### src/verilog/uhrie_cfg.svh
`ifndef UHRIE_CFG_SVH
`define UHRIE_CFG_SVH
`define UHRIE_A_HOLD    8'h00
`define UHRIE_A_IEN     8'h04
`define UHRIE_A_FCTL    8'h08
`define UHRIE_A_IDENT   8'h0c
`define UHRIE_A_LSTAT   8'h10
`define UHRIE_A_MSTAT   8'h14
`define UHRIE_A_SRC     8'h18
`define UHRIE_IEN_RST   8'h00
`define UHRIE_FCTL_RST  8'h00
`define UHRIE_TRIG0     8'd8
`define UHRIE_TRIG1     8'd16
`define UHRIE_TRIG2     8'd24
`define UHRIE_TRIG3     8'd28
`define UHRIE_MID_CNT   4'd7
`define UHRIE_BIT_CNT   4'd15
`define UHRIE_ID_NONE   8'h01
`define UHRIE_ID_LINE   8'h06
`define UHRIE_ID_RX     8'h04
`define UHRIE_ID_TX     8'h02
`define UHRIE_ID_MODEM  8'h00
`define UHRIE_ID_XOFF   8'h10
`define UHRIE_ID_FLOW   8'h20
`define UHRIE_HTRANS_NS 2'b10
`endif

### src/verilog/uhrie_pkg.sv
package uhrie_pkg;
   typedef struct packed {
      logic [1:0] htrans;
      logic [7:0] haddr;
      logic       hwrite;
      logic [2:0] hsize;
      logic       hsel;
      logic       hready;
   } uhrie_ahb_req_t;
   typedef enum logic [1:0] {
      RX_IDLE  = 2'b00,
      RX_START = 2'b01,
      RX_DATA  = 2'b11,
      RX_STOP  = 2'b10
   } uhrie_rx_st_t;
   typedef enum logic [1:0] {
      TX_IDLE  = 2'b00,
      TX_START = 2'b01,
      TX_DATA  = 2'b11,
      TX_STOP  = 2'b10
   } uhrie_tx_st_t;
endpackage

### src/verilog/uhrie_top.sv
`timescale 1ns/10ps
`include "uhrie_cfg.svh"
module uhrie_top #(
   parameter int DEPTH = 32,
   parameter int AW    = 5
) (
   // Clock and reset
   input  wire logic                    mclk,
   input  wire logic                    srst,
   // AHB-Lite slave
   input  wire uhrie_pkg::uhrie_ahb_req_t ahb,
   input  wire logic [31:0]             hwdata,
   output logic [31:0]                  hrdata,
   output logic                         hreadyout,
   output logic                         hresp,
   // Serial line and sample clock tick
   input  wire logic                    tick16,
   input  wire logic                    sin,
   output logic                         sout,
   // Modem, line and flow status inputs
   input  wire logic                    cts,
   input  wire logic                    rts,
   input  wire logic [3:0]              modem_change,
   input  wire logic [3:0]              line_err,
   input  wire logic                    xoff_rcvd,
   // Outputs
   output logic                         irq,
   output logic                         sleep_en
);
   import uhrie_pkg::*;

   function automatic logic [7:0] trig_of(input logic [1:0] code);
      case (code)
         2'b00:   trig_of = `UHRIE_TRIG0;
         2'b01:   trig_of = `UHRIE_TRIG1;
         2'b10:   trig_of = `UHRIE_TRIG2;
         default: trig_of = `UHRIE_TRIG3;
      endcase
   endfunction

   // Bus phase registers
   logic       wr_q, wr_d, rd_q, rd_d;
   logic [7:0] a_q, a_d;
   logic [7:0] ien_q, ien_d, fctl_q, fctl_d;
   logic [7:0] rdat_q, rdat_d;
   // FIFOs
   logic [7:0]  txm_q [DEPTH], txm_d [DEPTH];
   logic [7:0]  rxm_q [DEPTH], rxm_d [DEPTH];
   logic [AW-1:0] twp_q, twp_d, trp_q, trp_d, rwp_q, rwp_d, rrp_q, rrp_d;
   logic [AW:0]   tcnt_q, tcnt_d, rcnt_q, rcnt_d;
   // Sticky sources
   logic cts_q, cts_d, rts_q, rts_d;
   logic cts_ev_q, cts_ev_d, rts_ev_q, rts_ev_d, xoff_q, xoff_d;
   logic txe_q, txe_d, thre_q, thre_d;
   // Serial state
   uhrie_rx_st_t rst_q, rst_d;
   uhrie_tx_st_t tst_q, tst_d;
   logic [3:0] rtk_q, rtk_d, ttk_q, ttk_d;
   logic [2:0] rbit_q, rbit_d, tbit_q, tbit_d;
   logic [7:0] rsh_q, rsh_d, tsh_q, tsh_d;
   logic       sin_q, sin_d, sout_q, sout_d;

   logic fifo_en, wr_hold, rd_hold, rd_ident, rx_push, tx_pop, rx_trig;
   logic tx_full, rx_full, rx_pend;
   logic [7:0] ident, lstat, srcs;

   assign fifo_en = fctl_q[0];
   assign tx_full = fifo_en ? (tcnt_q == (AW+1)'(DEPTH)) : (tcnt_q != '0);
   assign rx_full = fifo_en ? (rcnt_q == (AW+1)'(DEPTH)) : (rcnt_q != '0);
   assign rx_trig = fifo_en && ({{(7-AW){1'b0}}, rcnt_q} >= trig_of(fctl_q[7:6]));
   assign rx_pend = fifo_en ? rx_trig : (rcnt_q != '0);
   assign wr_hold = wr_q && a_q == `UHRIE_A_HOLD;
   assign rd_hold = rd_d && a_d == `UHRIE_A_HOLD && rcnt_q != '0;
   assign rd_ident = rd_d && a_d == `UHRIE_A_IDENT;
   assign tx_pop  = tst_q == TX_IDLE && tcnt_q != '0;
   assign rx_push = rst_q == RX_STOP && tick16 && rtk_q == `UHRIE_BIT_CNT
                    && !rx_full;

   // Pending sources, masked by enables without touching status
   assign srcs = {cts_ev_q, rts_ev_q, xoff_q, 1'b0, |modem_change,
                  |line_err, txe_q, rx_pend};
   assign irq  = |(srcs & ien_q & 8'hef);
   assign sleep_en = ien_q[4];
   assign lstat = {1'b0, tcnt_q == '0 && tst_q == TX_IDLE, thre_q,
                   line_err, rcnt_q != '0};
   always_comb begin
      if (ien_q[2] && |line_err)              ident = `UHRIE_ID_LINE;
      else if (ien_q[0] && rx_pend)           ident = `UHRIE_ID_RX;
      else if (ien_q[1] && txe_q)             ident = `UHRIE_ID_TX;
      else if (ien_q[3] && |modem_change)     ident = `UHRIE_ID_MODEM;
      else if (ien_q[5] && xoff_q)            ident = `UHRIE_ID_XOFF;
      else if (|(ien_q[7:6] & {cts_ev_q, rts_ev_q})) ident = `UHRIE_ID_FLOW;
      else                                    ident = `UHRIE_ID_NONE;
   end

   // Bus and register next state
   always_comb begin
      rd_d   = ahb.hsel && ahb.hready && ahb.htrans == `UHRIE_HTRANS_NS
               && !ahb.hwrite;
      wr_d   = ahb.hsel && ahb.hready && ahb.htrans == `UHRIE_HTRANS_NS
               && ahb.hwrite;
      a_d    = ahb.haddr;
      ien_d  = ien_q;
      fctl_d = fctl_q;
      rdat_d = rdat_q;
      if (wr_q && a_q == `UHRIE_A_IEN)  ien_d  = hwdata[7:0];
      if (wr_q && a_q == `UHRIE_A_FCTL) fctl_d = hwdata[7:0] & 8'hf9;
      if (rd_d) begin
         case (a_d)
            `UHRIE_A_HOLD:  rdat_d = rxm_q[rrp_q];
            `UHRIE_A_IEN:   rdat_d = ien_q;
            `UHRIE_A_FCTL:  rdat_d = fctl_q;
            `UHRIE_A_IDENT: rdat_d = ident;
            `UHRIE_A_LSTAT: rdat_d = lstat;
            `UHRIE_A_MSTAT: rdat_d = {4'h0, modem_change};
            `UHRIE_A_SRC:   rdat_d = srcs;
            default:        rdat_d = '0;
         endcase
      end
   end
   assign hrdata    = {24'h000000, rdat_q};
   assign hreadyout = 1'b1;
   assign hresp     = 1'b0;

   // FIFO and flag next state
   always_comb begin
      txm_d  = txm_q;
      rxm_d  = rxm_q;
      twp_d  = twp_q;
      trp_d  = trp_q;
      rwp_d  = rwp_q;
      rrp_d  = rrp_q;
      tcnt_d = tcnt_q;
      rcnt_d = rcnt_q;
      if (wr_hold && !tx_full) begin
         txm_d[twp_q] = hwdata[7:0];
         twp_d = twp_q + 1'b1;
      end
      if (tx_pop) trp_d = trp_q + 1'b1;
      tcnt_d = tcnt_q + (AW+1)'(wr_hold && !tx_full) - (AW+1)'(tx_pop);
      if (rx_push) begin
         rxm_d[rwp_q] = rsh_q;
         rwp_d = rwp_q + 1'b1;
      end
      if (rd_hold) rrp_d = rrp_q + 1'b1;
      rcnt_d = rcnt_q + (AW+1)'(rx_push) - (AW+1)'(rd_hold);
      if (wr_q && a_q == `UHRIE_A_FCTL) begin
         if (hwdata[2] || hwdata[0] != fctl_q[0]) begin
            twp_d  = '0;
            trp_d  = '0;
            tcnt_d = '0;
         end
         if (hwdata[1] || hwdata[0] != fctl_q[0]) begin
            rwp_d  = '0;
            rrp_d  = '0;
            rcnt_d = '0;
         end
      end
      cts_d = cts;
      rts_d = rts;
      // Set wins over clear on every sticky flag
      cts_ev_d = (cts_ev_q && !rd_ident) || (cts && !cts_q);
      rts_ev_d = (rts_ev_q && !rd_ident) || (rts && !rts_q);
      xoff_d   = (xoff_q && !rd_ident) || xoff_rcvd;
      thre_d   = (tcnt_d == '0) || (thre_q && !wr_hold) || tx_pop;
      if (fifo_en)
         txe_d = (txe_q && !rd_ident && !wr_hold)
                 || (tx_pop && tcnt_q == (AW+1)'(1));
      else
         txe_d = tcnt_d == '0;
   end

   // Receiver and transmitter next state
   always_comb begin
      rst_d  = rst_q;
      rtk_d  = rtk_q;
      rbit_d = rbit_q;
      rsh_d  = rsh_q;
      tst_d  = tst_q;
      ttk_d  = ttk_q;
      tbit_d = tbit_q;
      tsh_d  = tsh_q;
      sin_d  = sin;
      sout_d = sout_q;
      // Receive framing
      case (rst_q)
         RX_IDLE: if (sin_q && !sin) begin
            rst_d = RX_START;
            rtk_d = '0;
         end
         RX_START: if (tick16) begin
            rtk_d = rtk_q + 1'b1;
            if (rtk_q == `UHRIE_MID_CNT) begin
               rtk_d  = '0;
               rbit_d = '0;
               rst_d = sin ? RX_IDLE : RX_DATA;
            end
         end
         RX_DATA: if (tick16) begin
            rtk_d = rtk_q + 1'b1;
            if (rtk_q == `UHRIE_BIT_CNT) begin
               rsh_d = {sin, rsh_q[7:1]};
               rbit_d = rbit_q + 1'b1;
               if (rbit_q == 3'd7) rst_d = RX_STOP;
            end
         end
         RX_STOP: if (tick16) begin
            rtk_d = rtk_q + 1'b1;
            if (rtk_q == `UHRIE_BIT_CNT) rst_d = RX_IDLE;
         end
         default: rst_d = RX_IDLE;
      endcase
      // Transmit framing
      case (tst_q)
         TX_IDLE: begin
            sout_d = 1'b1;
            if (tx_pop) begin
               tsh_d = txm_q[trp_q];
               tst_d = TX_START;
               ttk_d = '0;
            end
         end
         TX_START: begin
            sout_d = 1'b0;
            if (tick16) begin
               ttk_d = ttk_q + 1'b1;
               if (ttk_q == `UHRIE_BIT_CNT) begin
                  tst_d  = TX_DATA;
                  tbit_d = '0;
                  sout_d = tsh_q[0];
               end
            end
         end
         TX_DATA: if (tick16) begin
            ttk_d = ttk_q + 1'b1;
            if (ttk_q == `UHRIE_BIT_CNT) begin
               tsh_d = {1'b1, tsh_q[7:1]};
               sout_d = tsh_q[1];
               tbit_d = tbit_q + 1'b1;
               if (tbit_q == 3'd7) begin
                  tst_d  = TX_STOP;
                  sout_d = 1'b1;
               end
            end
         end
         TX_STOP: if (tick16) begin
            ttk_d = ttk_q + 1'b1;
            if (ttk_q == `UHRIE_BIT_CNT) tst_d = TX_IDLE;
         end
         default: tst_d = TX_IDLE;
      endcase
   end
   assign sout = sout_q;

   // State registers
   always_ff @(posedge mclk) begin
      if (srst) begin
         wr_q     <= 1'b0;
         rd_q     <= 1'b0;
         a_q      <= '0;
         rdat_q   <= '0;
         ien_q    <= `UHRIE_IEN_RST;
         fctl_q   <= `UHRIE_FCTL_RST;
         twp_q    <= '0;
         trp_q    <= '0;
         rwp_q    <= '0;
         rrp_q    <= '0;
         tcnt_q   <= '0;
         rcnt_q   <= '0;
         cts_q    <= 1'b0;
         rts_q    <= 1'b0;
         cts_ev_q <= 1'b0;
         rts_ev_q <= 1'b0;
         xoff_q   <= 1'b0;
         txe_q    <= 1'b0;
         thre_q   <= 1'b1;
         rst_q    <= RX_IDLE;
         tst_q    <= TX_IDLE;
         rtk_q    <= '0;
         ttk_q    <= '0;
         rbit_q   <= '0;
         tbit_q   <= '0;
         rsh_q    <= '0;
         tsh_q    <= '0;
         sin_q    <= 1'b1;
         sout_q   <= 1'b1;
      end else begin
         wr_q     <= wr_d;
         rd_q     <= rd_d;
         a_q      <= a_d;
         rdat_q   <= rdat_d;
         ien_q    <= ien_d;
         fctl_q   <= fctl_d;
         twp_q    <= twp_d;
         trp_q    <= trp_d;
         rwp_q    <= rwp_d;
         rrp_q    <= rrp_d;
         tcnt_q   <= tcnt_d;
         rcnt_q   <= rcnt_d;
         cts_q    <= cts_d;
         rts_q    <= rts_d;
         cts_ev_q <= cts_ev_d;
         rts_ev_q <= rts_ev_d;
         xoff_q   <= xoff_d;
         txe_q    <= txe_d;
         thre_q   <= thre_d;
         rst_q    <= rst_d;
         tst_q    <= tst_d;
         rtk_q    <= rtk_d;
         ttk_q    <= ttk_d;
         rbit_q   <= rbit_d;
         tbit_q   <= tbit_d;
         rsh_q    <= rsh_d;
         tsh_q    <= tsh_d;
         sin_q    <= sin_d;
         sout_q   <= sout_d;
      end
   end

   // FIFO storage
   generate
      for (genvar i = 0; i < DEPTH; i++) begin : g_mem
         always_ff @(posedge mclk) begin
            txm_q[i] <= txm_d[i];
            rxm_q[i] <= rxm_d[i];
         end
      end
   endgenerate
endmodule

### config.mk
export PLATFORM = sky130hd
export DESIGN_NAME = uhrie_top
export DESIGN_NICKNAME = d
export VERILOG_FILES = /design/src/verilog/uhrie_pkg.sv /design/src/verilog/uhrie_top.sv
export VERILOG_INCLUDE_DIRS = /design/src /design/src/verilog
export SDC_FILE = /design/constraint.sdc
export NUM_CORES = 1
export LEC_CHECK = 0
export BUFFER_PORTS_ARGS = -buffer_cell sky130_fd_sc_hd__buf_2
export CORE_MARGIN = 10
export CORE_UTILIZATION = 35
export CTS_CLUSTER_SIZE = 20
export DETAILED_ROUTE_END_ITERATION = 10
export GPL_TIMING_DRIVEN = 0
export PLACE_DENSITY = 0.61
export SETUP_SLACK_MARGIN = 0.4
export SYNTH_ARGS = -nofsm -noshare
export SYNTH_HDL_FRONTEND = slang
export SYNTH_SLANG_ARGS = --single-unit
### constraint.sdc
create_clock -name mclk -period 3.8 [get_ports mclk]
set_clock_uncertainty 0.1 [all_clocks]
set_input_delay 0.38 -clock mclk [delete_from_list [all_inputs] [get_ports mclk]]
set_output_delay 0.38 -clock mclk [all_outputs]
set_load 0.05 [all_outputs]
Word-level counts from Yosys, hierarchy flattened:

Cells that the tools add are included.

* order comparisons: 7
* bitwise logic cells: 6
* multiplexer cells: 87
* reductions and logical operators: 78
* equality and inequality tests: 44
* $add $sub $neg: 12

Operator list (count)
* bitwise mux 256 bit: 2
* binary-select mux 8 bit (select 5 bit): 2
* demux 8 bit (select 5 bit): 2
* two-way mux 8 bit: 9
* two-way mux 5 bit: 12
* two-way mux 6 bit: 10
* case mux 8 bit (7 select lines): 1
* logical AND 1 bit: 34
* two-way mux 2 bit: 17
* inequality test 2 bit (second input constant): 15
* == test 8 x 4 -> 1 bit (second input constant): 3
* == test 8 x 5 -> 1 bit (second input constant): 3
* greater-or-equal comparator 6 bit (second input constant): 4
* two-way mux 3 bit: 8
* two-way mux 4 bit: 6
* inverter 5 -> 6 bit: 4
* adder 5 x 1 -> 5 bit (second input constant): 4
* == test 8 x 3 -> 1 bit (second input constant): 2
* zero test 8 bit: 2
* case mux 2 bit (4 select lines): 2
* case mux 8 bit (2 select lines): 1
* AND reduction 8 bit: 2
* case mux 5 bit (3 select lines): 1
* adder 6 x 1 -> 6 bit: 2
* other kinds (36): 86

* input bits: 63
* register bits after elaboration: 618

Depth between registers and ports, before layout:

* word-level depth: 11
* gate-level depth with buffers: 16

Least setup slack after synthesis:

OpenSTA, ideal clock, no wires.

* path type: reg-to-reg
* from: register tcnt_q[2]
* to: register txe_q
* stages on the path, launching flop included: 17
* period minus slack after synthesis: 3242 ps
* data arrival time: 3057 ps
* library setup time: 86 ps
* buffers on the path: 1
* required time: 3614 ps
* setup slack: 558 ps
* cell sequence: dfxtp_1 inv_1 ha_1 and4bb_2 a2bb2oi_1 and2_1 clkbuf_1 inv_1 ha_1 inv_1 ha_1 fa_1 xnor2_1 nand3_1 a31oi_1 nand3_1 a211oi_1

* cells in the longest elaborated chain, start to end: 10

RTL lines
* start: declaration: line uhrie_top.sv:50 `logic [AW:0] tcnt_q, tcnt_d, rcnt_q, rcnt_d;`
* start signal: assignment: line uhrie_top.sv:298 `tcnt_q <= tcnt_d;`
* == test 6 bit / nonzero test 6 bit (equally long branches): line uhrie_top.sv:68, uhrie_top.sv:75
* two-way mux 1 bit: line uhrie_top.sv:68 `assign tx_full = fifo_en ? (tcnt_q == (AW+1)'(DEPTH)) : (tcnt_q != '0);`
* zero test 1 bit: line uhrie_top.sv:140 `tcnt_d = tcnt_q + (AW+1)'(wr_hold && !tx_full) - (AW+1)'(tx_pop);`
* logical AND 1 bit: line uhrie_top.sv:140
* adder 6 x 1 -> 6 bit: line uhrie_top.sv:140
* subtractor 6 x 1 -> 6 bit: line uhrie_top.sv:140
* two-way mux 6 bit: line uhrie_top.sv:148 `if (hwdata[2] || hwdata[0] != fctl_q[0]) begin`
* two-way mux 6 bit: line uhrie_top.sv:147 `` if (wr_q && a_q == `UHRIE_A_FCTL) begin ``
* zero test 6 bit: line uhrie_top.sv:170 `txe_d = tcnt_d == '0;`
* two-way mux 1 bit (*): line uhrie_top.sv:166 `if (fifo_en)`
* end signal: assignment: line uhrie_top.sv:305 `txe_q <= txe_d;`
* end: declaration: line uhrie_top.sv:54 `logic txe_q, txe_d, thre_q, thre_d;`

Every way passes the cells marked *; elsewhere a longest branch is shown, timed or not.
A chain may end at the register's enable or synchronous reset.

Worst setup path in the final report:

* from: register rrp_q[1]
* to: register rdat_q[0]

* cells in the longest elaborated chain, start to end: 5

RTL lines
* start: declaration: line uhrie_top.sv:49 `logic [AW-1:0] twp_q, twp_d, trp_q, trp_d, rwp_q, rwp_d, rrp_q, rrp_d;`
* start signal: assignment: line uhrie_top.sv:297 `rrp_q <= rrp_d;`
* inverter 5 -> 6 bit (implied by the code): line uhrie_top.sv:110 `` `UHRIE_A_HOLD: rdat_d = rxm_q[rrp_q]; ``
* binary-select mux 8 bit (select 5 bit): line uhrie_top.sv:110
* two-way mux 8 bit (implied by the code) (2 in series): line uhrie_top.sv:110
* case mux 8 bit (7 select lines): line uhrie_top.sv:109 `case (a_d)`
* end signal: assignment: line uhrie_top.sv:291 `rdat_q <= rdat_d;`
* end: declaration: line uhrie_top.sv:45 `logic [7:0] rdat_q, rdat_d;`

No other way between the ends. The select of a mux whose other input is x is not followed.

==> metrics.md <==
| Metric | Value |
|---|---|
| # fillers | approximately 6500 |
| Critical path endpoint category | flip-flop |
| Maximum vdd drop | about 390 uV |
| Iter 0 DRT Violations | 1337 |
| Yosys top cell area share | 0.6034 |
| Ys Warns | 0 |
| TritonCTS clock tree | yes |
| Synth Area in Simple Gates | 0.07062 |
| Buf/Inv on CP | 3 |
| Fin. Hold Viols | 0 |
| Final worst slack | 0.4999 ns |
| Core region area | slightly above 70000 um^2 |
| RSZ-0062 raised after global routing | true |
| Async SR Flop Fraction | 0 |
| Io pins | 100 |
| Crit start category | flip-flop |
| Library cells used by synthesis | 78 |
| Critical-path maximum fanout | 10 |
| Routed vias/inst | approximately 5.3 |
| Final GP Congestion | 0.8863 |
| Sequential area share after synthesis | 0.6867 |
| Post-synth EDFFs | 512 |
| Final worst-path cycle share | 0.8685 |
| Syn avg cell area | 16.23 um^2 |
| Largest family of logic cells by synthesized area | multiplexers |
| Final net count | 1819 |
| # setup viols final | 0 |
| Total track usage | 0.1393 |
| Synth Area in Adders | 0.01974 |
| Synth Cell Area | about 25000 um^2 |
| Vias after detailed routing | 14300 |
| Fin. max-slew vios | 0 |
| Number of CTS-inserted buffers | 58 |
| Xor/xnor share of the synthesized area | 0.007219 |
| Die Y | 289.8 um |
| Ys flop type | edfxtp_1 |
| Maximum number of pins on one net before global-route repair | 36 |
| Root buf cell | clkbuf_16 |
| DRT Pass-1 Iters | 5 |
| Hpwl dp | between 40000 and 50000 um |
| P_leak | 10.18 nW |
| Status | finished, final reports clean |
| Synth area leader | edfxtp_1 |
| Crit path required time | around 4.2 ns |
| Minimum clock period after layout | 3.300 ns |
| CP Data Arrival Time | 3.71 ns |
| Worst hold path type | in -> reg |
| Slowest stage cell, crit path | clkbuf_1 |
| Power Density | 529.0 nW/um^2 |
| Hold slack | 0.1325 ns |
| Fmax | 303.0 MHz |
| Die area | roughly 84000 um^2 |
| Register cell area after layout | 17510 um^2 |
| Clk Latency, worst-skew pair | roughly 0.63 ns |
| Clock sinks | 618 |
| Max-slew headroom | 0.1088 |
| Area fraction in compound gates after synthesis | 0.05372 |
| First-pass GRT wire length | 91190 um |
| Post-synthesis mux area share | 0.1342 |
| Clock-pin transition on the worst setup and hold timing paths | 0.07 ns |
| Vias in the first global route | around 14000 |
| Max Cap Viol | 0 |
| Syn-to-layout area delta | 15.16% |
| Slowest stage delay, CP | around 0.63 ns |
| Max Buffers Root-to-Sink | 3 |
| Crit path max-delay family | buffers and inverters |
| Remaining antenna violation count | 0 |
| Dpl cell area | 26980 um^2 |
| Die width | 289.8 um |
| IO Port Bufs | between 40 and 50 |
| WL per Instance | 22.25 um |
| Critical Path, Cell by Cell | buf_4, buf_2, clkbuf_1, mux4_2, a211oi_1, a211oi_1, o31a_1 |
| Area of the multi-input gates | 7521 um^2 |
| Layout cells sized above 1 | 0.2060 |
| Cells after Synth | 1570 |
| Area contributors post-synth | edfxtp_1 (60%), mux4_2 (11%), dfxtp_1 (8.3%) |
| H-tree Lvls | 2 |
| Most used cell along the critical path | a211oi_1 |
| Initial Util | 0.3546 |
| Cell row count | about 100 |
| Gr ovfl total | 0 |
| Initial antenna violation count | 7 |
| Pre-CTS setup slack | -0.004426 ns |
| Worst-Margin Slew | between 1 and 1.5 ns |
| DRC errors left | 0 |
| WS Path Type | reg -> reg |
| Final setup TNS | 0 ns |
| Register bit count reported by yosys | approximately 620 |
| WL final | 60550 um |
| Final design area excluding fillers | 29340 um^2 |
[timing repair]
item,CTS,global route
pin swaps,4,8
hold buffers,10,0
endpoints found under the hold margin,10,0
buffers inserted,3,6
gates resized for setup,17,26
setup endpoints to repair,161,70
[stage by stage]
step / utilization / total power (W) / instances
2_1_floorplan: - / 0.008973 / 1594
3_3_place_gp: 0.3754 / 0.009459 / 2588
3_5_place_dp: 0.3754 / 0.009492 / 2588
4_1_cts: 0.4061 / 0.01556 / 2711
5_1_grt: 0.4082 / 0.01604 / 2717
6_report: 0.4083 / 0.01552 / 2721
[Yosys cell counts, types with 5 or more instances]
cell type / number
xnor2_1: 9
a211o_1: 10
mux2_2: 5
or3_1: 10
buf_4: 32
edfxtp_1: 512
nor2b_1: 25
nand2_1: 65
or4_1: 5
nor3_1: 8
nor4_1: 6
inv_1: 34
nand4_1: 14
o22ai_1: 13
a22o_1: 5
a22oi_1: 11
buf_2: 10
ha_1: 37
dfxtp_1: 106
mux4_2: 124
nand3_1: 20
o221ai_1: 8
a21oi_1: 49
clkbuf_1: 47
nor2_1: 152
xor2_1: 12
buf_1: 11
buf_6: 5
a211oi_1: 20
o21ai_0: 27
nand2b_1: 7
o31a_1: 6
mux2i_1: 57
a2bb2oi_1: 9
nand3b_1: 9
[where the power goes]
part	total, W	switching (W)	internal [W]
Sequential	0.00743	0.0000691	0.00736
Combinational	0.00203	0.00108	0.000945
Clock	0.00607	0.00251	0.00356
[final timing paths]
kind	start	end	slack, ns	cells after the start
setup reg to reg	rrp_q[1]$_SDFF_PP0_	rdat_q[0]$_SDFFE_PP0P_	0.50	7
hold reg to reg	rbit_q[1]$_SDFFE_PP0P_	rbit_q[1]$_SDFFE_PP0P_	0.38	2
setup / recovery	rrp_q[1]$_SDFF_PP0_	rdat_q[0]$_SDFFE_PP0P_	0.50	7
hold / removal	ahb[8]	a_q[2]$_SDFF_PP0_	0.13	2
[final cells by class]
cell class | instances | share of cell area
Antenna cell | 4 | 0.0003412
Buffer | 105 | 0.01987
Clock buffer | 79 | 0.05424
Clock inverter | 31 | 0.01412
Inverter | 36 | 0.004606
Multi-Input combinational cell | 835 | 0.2563
Sequential cell | 618 | 0.5967
Tap cell | 950 | 0.04051
Timing Repair Buffer | 63 | 0.01330
[placed cells by master (no fill, tap or decap), types with 12 or more instances in the layout]
cell type | Yosys | routed
o22ai_1 | 13 | 13
a211oi_1 | 20 | 19
conb_1 | 2 | 26
dfxtp_1 | 106 | 100
nand2_1 | 65 | 65
ha_1 | 37 | 35
edfxtp_1 | 512 | 512
mux2i_1 | 57 | 56
buf_2 | 10 | 53
clkbuf_1 | 47 | 59
mux4_2 | 124 | 124
a21oi_1 | 49 | 48
nand3_1 | 20 | 20
xor2_1 | 12 | 12
inv_1 | 34 | 33
clkbuf_16 | 0 | 59
nor2_1 | 152 | 152
nor2b_1 | 25 | 25
o21ai_0 | 27 | 27
buf_4 | 32 | 43
nand4_1 | 14 | 14
[worst register-to-register path, cell delays in order, from the launching register on]
cell      delay [ns]
dfxtp_1         0.41
buf_4           0.24
buf_2           0.34
clkbuf_1        0.63
mux4_2          0.45
a211oi_1        0.54
a211oi_1        0.17
o31a_1          0.33
[per-layer routing]
metal | GRT usage | routed length, um
met5 | 0 | 18
met4 | 0.03758 | 1301
met3 | 0.02641 | 4138
met2 | 0.2131 | 27370
met1 | 0.1998 | 27720
[sequential cells by signal, indices dropped and copies added, names as in the netlist, 3 cells and up]
signal  flops
tsh_q       8
rdat_q      8
rxm_q     256
rrp_q       5
rtk_q       4
trp_q       5
rwp_q       5
rbit_q      3
a_q         8
rcnt_q      6
ttk_q       4
rsh_q       8
txm_q     256
fctl_q      6
tbit_q      3
ien_q       8
twp_q       5
tcnt_q      6
[logic make-up after synthesis]
kind of cell,after synthesis
AOI/OAI and AO/OA,200
xor gates and xnor gates,21
adders and majority gates,39
buffers and inverters,141
DFF,618
muxes,186
other,2
and+or+nand+nor,363
Power figures use the tool's default switching activity.
